## config.mk

```make
export PLATFORM = sky130hd
export DESIGN_NAME = dual_level_detector
export DESIGN_NICKNAME = d
export VERILOG_FILES = /design/src/pkg/level_detect_pkg.sv /design/src/rtl/dual_level_detector.sv
export SDC_FILE = /design/constraint.sdc
export NUM_CORES = 2
export LEC_CHECK = 0
export BUFFER_PORTS_ARGS = -buffer_cell sky130_fd_sc_hd__buf_2
export CAP_MARGIN = 20
export CORE_ASPECT_RATIO = 0.6
export CORE_UTILIZATION = 40
export CTS_BUF_LIST = sky130_fd_sc_hd__clkbuf_16
export CTS_CLUSTER_SIZE = 40
export DETAILED_ROUTE_END_ITERATION = 8
export SYNTH_ARGS = -nofsm -noshare
export SYNTH_HDL_FRONTEND = slang
export SYNTH_SLANG_ARGS = --single-unit
```

## constraint.sdc

```tcl
create_clock -name pclk -period 81.4 [get_ports pclk]
set_input_delay 16.28 -clock pclk [delete_from_list [all_inputs] [get_ports pclk]]
set_output_delay 16.28 -clock pclk [all_outputs]
set_load 0.005 [all_outputs]
```

## src/pkg/level_detect_pkg.sv

```systemverilog
// constants and types for the dual level detector
// Behaviour
// - timer starts when magnitude reaches threshold
// - below threshold clears timer and output
// - output active after full delay elapses
// - detector one delay 0-300.0 s, default 10.0
// - detector two delay independent, same range
// - detector one source default speed feedback
// - detector two source default ramp input
// - detector one limit 0.1-100%, default 10%
// - current source sets limit ceiling to current ceiling
// - detector two limit same, default 10%
// - current ceiling 25-200%, default 150%
package level_detect_pkg;
    // register byte offsets
    localparam logic [7:0] OFS_DELAY_ONE   = 8'h00;
    localparam logic [7:0] OFS_DELAY_TWO   = 8'h04;
    localparam logic [7:0] OFS_SELECT_ONE  = 8'h08;
    localparam logic [7:0] OFS_SELECT_TWO  = 8'h0C;
    localparam logic [7:0] OFS_LIMIT_ONE   = 8'h10;
    localparam logic [7:0] OFS_LIMIT_TWO   = 8'h14;
    localparam logic [7:0] OFS_CEILING     = 8'h18;
    localparam logic [7:0] OFS_STATUS      = 8'h1C;
    localparam logic [7:0] OFS_IRQ_STATUS  = 8'h20;
    localparam logic [7:0] OFS_IRQ_MASK    = 8'h24;
    // delay in tenths of a second
    localparam logic [11:0] DELAY_MAX      = 12'hBB8; // 300.0 s
    localparam logic [11:0] DELAY_RESET    = 12'h064; // 10.0 s
    // limits in tenths of a percent of full scale
    localparam logic [11:0] LIMIT_MIN      = 12'h001; // 0.1 %
    localparam logic [11:0] LIMIT_FULL     = 12'h3E8; // 100.0 %
    localparam logic [11:0] LIMIT_RESET    = 12'h064; // 10.0 %
    // current ceiling in whole percent of rated_armature_current
    localparam logic [7:0]  CEIL_MIN       = 8'h19;   // 25 %
    localparam logic [7:0]  CEIL_MAX       = 8'hC8;   // 200 %
    localparam logic [7:0]  CEIL_RESET     = 8'h96;   // 150 %
    // tick timing
    localparam int          CLK_HZ         = 125_000_000;
    localparam int          TICK_MS        = 100;
    localparam int          TICK_CYCLES    = CLK_HZ / 1000 * TICK_MS;
    // source choices
    typedef enum logic [2:0] {
        SRC_SPEED_SOURCE = 3'h0,
        SRC_RAMP_INPUT   = 3'h1,
        SRC_RAMP_OUTPUT  = 3'h2,
        SRC_SPEED_FB     = 3'h3,
        SRC_CURRENT_FB   = 3'h4
    } source_t;
endpackage

```

## src/rtl/dual_level_detector.sv

```systemverilog
// two level detectors with apb registers and interrupt
//
// The register addresses and the APB interface to the registers are this design's own decisions.
`timescale 1ns/1ns
`default_nettype none
module dual_level_detector #(
    parameter int TICK_CYCLES_P = level_detect_pkg::TICK_CYCLES,
    parameter int SIG_W         = 16
) (
    input  wire logic              pclk,
    input  wire logic              presetn,
    input  wire logic              psel,
    input  wire logic              penable,
    input  wire logic              pwrite,
    input  wire logic [7:0]        paddr,
    input  wire logic [31:0]       pwdata,
    output var  logic [31:0]       prdata,
    output logic                   pready,
    output logic                   pslverr,
    input  wire logic [SIG_W-1:0]  speed_source_out,
    input  wire logic [SIG_W-1:0]  ramp_input_signal,
    input  wire logic [SIG_W-1:0]  ramp_output_signal,
    input  wire logic [SIG_W-1:0]  speed_loop_feedback,
    input  wire logic [SIG_W-1:0]  current_loop_feedback,
    output logic                   detect_one,
    output logic                   detect_two,
    output logic                   irq
);
    import level_detect_pkg::*;

    // magnitude of a signed sample, saturating the most negative code
    function automatic logic [SIG_W-1:0] magnitude(input logic [SIG_W-1:0] v);
        logic [SIG_W-1:0] n;
        n = -v;
        if (!v[SIG_W-1])
            magnitude = v;
        else if (n[SIG_W-1])
            magnitude = {1'b0, {(SIG_W-1){1'b1}}};
        else
            magnitude = n;
    endfunction

    // limit in tenths of percent scaled to signal units; full scale is the
    // positive maximum, current full scale is the ceiling
    function automatic logic [SIG_W-1:0] scale(input logic [11:0] lim,
                                               input logic [7:0] ceil,
                                               input logic is_cur);
        logic [SIG_W+23:0] p;
        p = '0;
        if (is_cur)
            p = (SIG_W+24)'(lim) * (SIG_W+24)'({(SIG_W-1){1'b1}})
                / ((SIG_W+24)'(ceil) * (SIG_W+24)'(10));
        else
            p = (SIG_W+24)'(lim) * (SIG_W+24)'({(SIG_W-1){1'b1}})
                / (SIG_W+24)'(LIMIT_FULL);
        scale = p[SIG_W-1:0];
    endfunction

    // clamp a limit write into its legal range
    function automatic logic [11:0] clamp_limit(input logic [11:0] v,
                                                input logic [11:0] top);
        if (v < LIMIT_MIN)
            clamp_limit = LIMIT_MIN;
        else if (v > top)
            clamp_limit = top;
        else
            clamp_limit = v;
    endfunction

    function automatic logic [11:0] clamp_delay(input logic [11:0] v);
        clamp_delay = (v > DELAY_MAX) ? DELAY_MAX : v;
    endfunction

    // highest legal limit in tenths of percent: ten times the ceiling
    // under current feedback, full scale for every other source
    function automatic logic [11:0] limit_top(input logic [2:0] s,
                                              input logic [7:0] ceil);
        if (s == SRC_CURRENT_FB)
            limit_top = {1'b0, ceil, 3'h0} + {3'h0, ceil, 1'b0};
        else
            limit_top = LIMIT_FULL;
    endfunction

    function automatic logic [SIG_W-1:0] pick(input logic [2:0] s,
        input logic [SIG_W-1:0] a, input logic [SIG_W-1:0] b,
        input logic [SIG_W-1:0] c, input logic [SIG_W-1:0] d,
        input logic [SIG_W-1:0] e);
        case (s)
            SRC_SPEED_SOURCE: pick = a;
            SRC_RAMP_INPUT:   pick = b;
            SRC_RAMP_OUTPUT:  pick = c;
            SRC_SPEED_FB:     pick = d;
            default:          pick = e;
        endcase
    endfunction

    logic [11:0] delay_one_q, delay_two_q, limit_one_q, limit_two_q;
    logic [2:0]  select_one_q, select_two_q;
    logic [7:0]  ceiling_q;
    logic [1:0]  irq_status_q, irq_mask_q;
    logic [11:0] timer_one_q, timer_two_q;
    logic        detect_one_q, detect_two_q;
    logic [31:0] tick_cnt_q;
    logic        tick_q;

    // bus decode: zero wait states, unmapped addresses answer with error
    wire         access    = psel && penable;
    wire         wr        = access && pwrite;
    wire         mapped    = (paddr <= OFS_IRQ_MASK) && (paddr[1:0] == 2'b00);
    // oversized writes saturate, so dropped upper bits never wrap a value
    wire [11:0]  wr12      = (|pwdata[31:12]) ? 12'hFFF : pwdata[11:0];
    wire [7:0]   wr8       = (|pwdata[31:8]) ? 8'hFF : pwdata[7:0];
    wire [11:0]  top_one   = limit_top(select_one_q, ceiling_q);
    wire [11:0]  top_two   = limit_top(select_two_q, ceiling_q);
    // a select code above the last source is ignored, upper bits included
    wire         sel_ok1   = ~|pwdata[31:3] && (pwdata[2:0] <= SRC_CURRENT_FB);
    wire         sel_ok2   = sel_ok1;

    assign pready  = 1'b1;
    assign pslverr = access && !mapped;
    assign irq     = |(irq_status_q & irq_mask_q);
    assign detect_one = detect_one_q;
    assign detect_two = detect_two_q;

    // read mux
    always_comb begin
        prdata = 32'h0000_0000;
        case (paddr)
            OFS_DELAY_ONE:  prdata[11:0] = delay_one_q;
            OFS_DELAY_TWO:  prdata[11:0] = delay_two_q;
            OFS_SELECT_ONE: prdata[2:0]  = select_one_q;
            OFS_SELECT_TWO: prdata[2:0]  = select_two_q;
            OFS_LIMIT_ONE:  prdata[11:0] = limit_one_q;
            OFS_LIMIT_TWO:  prdata[11:0] = limit_two_q;
            OFS_CEILING:    prdata[7:0]  = ceiling_q;
            OFS_STATUS:     prdata[1:0]  = {detect_two_q, detect_one_q};
            OFS_IRQ_STATUS: prdata[1:0]  = irq_status_q;
            OFS_IRQ_MASK:   prdata[1:0]  = irq_mask_q;
            default:        prdata = 32'h0000_0000;
        endcase
    end

    // settings; limits re-clamped when source or ceiling shrink the range
    always_ff @(posedge pclk or negedge presetn) begin
        if (!presetn) begin
            delay_one_q  <= DELAY_RESET;
            delay_two_q  <= DELAY_RESET;
            select_one_q <= SRC_SPEED_FB;
            select_two_q <= SRC_RAMP_INPUT;
            limit_one_q  <= LIMIT_RESET;
            limit_two_q  <= LIMIT_RESET;
            ceiling_q    <= CEIL_RESET;
            irq_mask_q   <= 2'h0;
        end else begin
            if (wr && paddr == OFS_DELAY_ONE) delay_one_q <= clamp_delay(wr12);
            if (wr && paddr == OFS_DELAY_TWO) delay_two_q <= clamp_delay(wr12);
            if (wr && paddr == OFS_SELECT_ONE && sel_ok1)
                select_one_q <= wr8[2:0];
            if (wr && paddr == OFS_SELECT_TWO && sel_ok2)
                select_two_q <= wr8[2:0];
            if (wr && paddr == OFS_LIMIT_ONE)
                limit_one_q <= clamp_limit(wr12, top_one);
            else
                limit_one_q <= clamp_limit(limit_one_q, top_one);
            if (wr && paddr == OFS_LIMIT_TWO)
                limit_two_q <= clamp_limit(wr12, top_two);
            else
                limit_two_q <= clamp_limit(limit_two_q, top_two);
            if (wr && paddr == OFS_CEILING)
                ceiling_q <= (wr8 < CEIL_MIN) ? CEIL_MIN
                           : (wr8 > CEIL_MAX) ? CEIL_MAX : wr8;
            if (wr && paddr == OFS_IRQ_MASK) irq_mask_q <= pwdata[1:0];
        end
    end

    always_ff @(posedge pclk or negedge presetn) begin
        if (!presetn) begin
            tick_cnt_q <= 32'h0000_0000;
            tick_q     <= 1'b0;
        end else begin
            tick_q     <= (tick_cnt_q == 32'(TICK_CYCLES_P - 1));
            tick_cnt_q <= (tick_cnt_q == 32'(TICK_CYCLES_P - 1))
                          ? 32'h0000_0000 : tick_cnt_q + 32'h0000_0001;
        end
    end

    // comparison happens every clock, so a drop clears at once
    wire [SIG_W-1:0] mag_one = magnitude(pick(select_one_q, speed_source_out,
        ramp_input_signal, ramp_output_signal, speed_loop_feedback,
        current_loop_feedback));
    wire [SIG_W-1:0] mag_two = magnitude(pick(select_two_q, speed_source_out,
        ramp_input_signal, ramp_output_signal, speed_loop_feedback,
        current_loop_feedback));
    wire [SIG_W-1:0] thr_one = scale(limit_one_q, ceiling_q,
                                     select_one_q == SRC_CURRENT_FB);
    wire [SIG_W-1:0] thr_two = scale(limit_two_q, ceiling_q,
                                     select_two_q == SRC_CURRENT_FB);
    wire             met_one = mag_one >= thr_one;
    wire             met_two = mag_two >= thr_two;
    wire             done_one = timer_one_q >= delay_one_q;
    wire             done_two = timer_two_q >= delay_two_q;
    wire             rise_one = met_one && done_one && !detect_one_q;
    wire             rise_two = met_two && done_two && !detect_two_q;

    // timers and outputs
    always_ff @(posedge pclk or negedge presetn) begin
        if (!presetn) begin
            timer_one_q  <= 12'h000;
            timer_two_q  <= 12'h000;
            detect_one_q <= 1'b0;
            detect_two_q <= 1'b0;
        end else begin
            if (!met_one) timer_one_q <= 12'h000;
            else if (tick_q && !done_one) timer_one_q <= timer_one_q + 12'h001;
            if (!met_two) timer_two_q <= 12'h000;
            else if (tick_q && !done_two) timer_two_q <= timer_two_q + 12'h001;
            detect_one_q <= met_one && done_one;
            detect_two_q <= met_two && done_two;
        end
    end

    // sticky events on output rising; set wins over write-one clear
    always_ff @(posedge pclk or negedge presetn) begin
        if (!presetn)
            irq_status_q <= 2'h0;
        else
            irq_status_q <= (irq_status_q
                & ~((wr && paddr == OFS_IRQ_STATUS) ? pwdata[1:0] : 2'h0))
                | {rise_two, rise_one};
    end
endmodule // dual_level_detector
`default_nettype wire

```

==> impl_metrics.yaml <==
logic_synthesis:
  yosys.area_share.adder_pct: 25.2
  async_reset_ff_share_pct: 100
  synth_area_um2: 44600
  synth_edf_count: 0
  synthSimpleGateAreaFrac_pct: 22.9
  synthCells: 5902
  ys.flop_type: "dfrtp_1"
  ys_seq_area_share_pct: 7.06
  synth_top_family_by_area: "compound AO/OA/AOI/OAI gates"
  synthMuxAreaShare_pct: 5.95
  synth_compound_area_share_pct: 29.1
  ys_warn_count: 0
  synth-seq-cells: 125
  synth_xor_area_share_pct: 5.10
  syn_area_per_cell_um2: 7.56
  synth_cell_type_count: 124
cts:
  clock_latency_ps: 500
  cts_sinks: 125
  cts_hold_repair.buffers: 0
  cts_buffers: 25
  clk_path_buf_depth: 3
  cts.reportedPaths.clkPinSlew_ps: 60
  cts_tree: "yes"
  htree_levels: 4
  cts_root_buf: "clkbuf_16"
timing:
  fin_ws_ps: 4950
  hold_viol: 0
  setup_viol: 0
  min_period_ps: 76450
  max_slew_margin_pct: 22.0
  drv_slew: 0
  min_period_over_period_pct: 93.9
  fmax_mhz: 13.1
  worst_pin_slew_ps: 1170
  timing.hold.ws_ps: 478
  skew_ps: 17.8
die:
  rows: 94
  initial_core_util_pct: 40.5
  fp.dieW_um: 433
  fp.dieH_um: 261
  coreArea_um2: 110000
  ioPinCount: 162
  dieArea_um2: 113000
worst_setup_path:
  rrSetupSlack_ps: 4950
  cpMostUsedCell: "o21a_1"
  crit_fanout: 22
  cp-end-kind: "flop"
  slowest_stage: "fa_1"
  crit_type: "flop to flop"
  startpoint_type: "flop"
  cpPeakStageDelay_ps: 730
  crit_required_ps: 81820
  cp.arrival_ps: 76860
flow_run:
  maxCapViolCount: 0
worst_hold_path:
  hold_path.class: "flop to flop"
status:
  outcome: "finished clean"
grt:
  grt_max_degree: 62
  grt_pass1_vias: 42600
  antenna_found_initial: 5
  grt_pass1_wl_um: 242000
  grt_usage_pct: 26.7
  grt_overflow: 0
placed_design:
  routabilityCongestion: 0.991
  pre_cts_slack_ps: -1420
  post-dp-hpwl_um: 127000
  io_buffers: 140
route:
  drtIter0Drc: 4451
  ant_nets: 0
  dr.pass1.iters: 6
  drt_wl_total_um: 155000
  via_per_inst: 6.10
  vias: 46400
  drc: 0
  wl_per_cell_um: 20.5
cells_and_area:
  nets: 7052
  final.fill_count: 11200
  final_util_pct: 44.9
  drive_above_1_share_pct: 12.8
  synthToLayoutAreaGrowth_pct: 10.6
[final timing paths]
path                             endpoint  cells after the start           start
hold / removal             tick_cnt_q[31]                      1  tick_cnt_q[31]
setup / recovery           timer_one_q[7]                    372  limit_one_q[5]
min in group asynchronous   tick_cnt_q[7]                      1         presetn
hold reg to reg            tick_cnt_q[31]                      1  tick_cnt_q[31]
setup reg to reg           timer_one_q[7]                    372  limit_one_q[5]
max in group asynchronous  limit_one_q[8]                      3         presetn
[final cells by class]
class,count,area [µm²],area share (%)
Multi-Input combinational cell,5277,40200,81.5
Clock buffer,25,626,1.27
Timing Repair Buffer,316,2040,4.13
Antenna cell,5,12.5,0.0253
Sequential cell,125,3150,6.39
Inverter,353,1360,2.75
Tap cell,1488,1860,3.77
Clock inverter,7,81.3,0.165
[metal layers]
layer  vias up  track usage, %  wire length, µm
met5         -               0               18
met4         2            4.88             3080
met2      1761            36.4            58500
met3       154            6.10            15000
li1      22600               -                -
met1     21900            41.7            78900
[worst max-delay path: cells and delay by family, from the launching register on]
family / cells / cell delay [ps]
DFF: 1 / 630
and+or+nand+nor: 95 / 16850
AOI/OAI and AO/OA: 219 / 42990
muxes: 4 / 1210
adders and majority gates: 33 / 11600
buffers and inverters: 21 / 2790
[cell usage after synthesis (20+ instances only)]
master | count | area share [%]
a211o_1 | 27 | 0.53
a211oi_1 | 50 | 0.84
a21boi_0 | 24 | 0.40
a21o_1 | 112 | 1.9
a21oi_1 | 367 | 4.1
a22oi_1 | 42 | 0.71
a31oi_1 | 42 | 0.59
and2_1 | 48 | 0.67
and3_1 | 65 | 0.91
buf_2 | 20 | 0.22
buf_4 | 27 | 0.45
clkbuf_1 | 102 | 0.86
dfrtp_1 | 106 | 5.9
fa_1 | 114 | 5.1
ha_1 | 715 | 20
inv_1 | 335 | 2.8
mux2_2 | 95 | 2.4
mux2i_1 | 84 | 1.9
mux4_2 | 32 | 1.6
nand2_1 | 536 | 4.5
nand2b_1 | 83 | 1.2
nand3_1 | 112 | 1.3
nand4_1 | 55 | 0.77
nor2_1 | 488 | 4.1
nor2b_1 | 69 | 0.97
nor3_1 | 345 | 3.9
nor4_1 | 40 | 0.56
o211ai_1 | 49 | 0.82
o21a_1 | 315 | 5.3
o21ai_0 | 290 | 3.3
o21ai_1 | 23 | 0.26
o21bai_1 | 24 | 0.40
o221ai_1 | 22 | 0.43
o22ai_1 | 29 | 0.41
o31ai_1 | 195 | 3.3
or2_2 | 50 | 0.70
or3_1 | 59 | 0.83
or4_1 | 23 | 0.39
xnor2_1 | 141 | 2.8
xor2_1 | 119 | 2.3
[per-stage QoR]
stage | std cells | cell area, µm² | setup TNS, ps
floorplan | 5921 | 44700 | 0
global placement | 7488 | 47400 | 0
detailed placement | 7489 | 47400 | -19600
CTS | 7522 | 48100 | 0
global route | 7594 | 49400 | -3610
finish | 7596 | 49400 | 0
[placed cells by master, fill, tap and decap left out, types with 108 or more instances in the layout]
cell type / netlist / final
o31ai_1: 195 / 191
o21ai_0: 290 / 277
buf_4: 27 / 173
a21o_1: 112 / 110
nor2_1: 488 / 461
xor2_1: 119 / 117
nand3_1: 112 / 109
ha_1: 715 / 713
o21a_1: 315 / 314
inv_1: 335 / 326
fa_1: 114 / 108
buf_2: 20 / 139
a21oi_1: 367 / 348
nand2_1: 536 / 528
nor3_1: 345 / 341
xnor2_1: 141 / 141
[flip-flops by register name, indices dropped and copies added, names as in the netlist, 2 cells and up]
signal,flops
limit_two_q,12
irq_mask_q,2
delay_one_q,12
tick_cnt_q,32
ceiling_q,8
select_one_q,3
timer_two_q,12
delay_two_q,12
select_two_q,3
timer_one_q,12
limit_one_q,12
irq_status_q,2
[logic make-up after synthesis]
logic type                 count (synthesis)
AOI/OAI and AO/OA                       1872
xor gates and xnor gates                 260
adders and majority gates                829
buffers and inverters                    521
DFF                                      125
muxes                                    213
other                                      2
and+or+nand+nor                         2080
[timing repair]
action,4_1_cts,5_1_grt
cloned,0,2
setup endpoints to repair,19,28
resized for setup,12,186
setup buffers,1,66
pin swaps,1,26
Power is not shown: default switching activity piles up to over one toggle a cycle in this logic, so the estimate is an artifact.
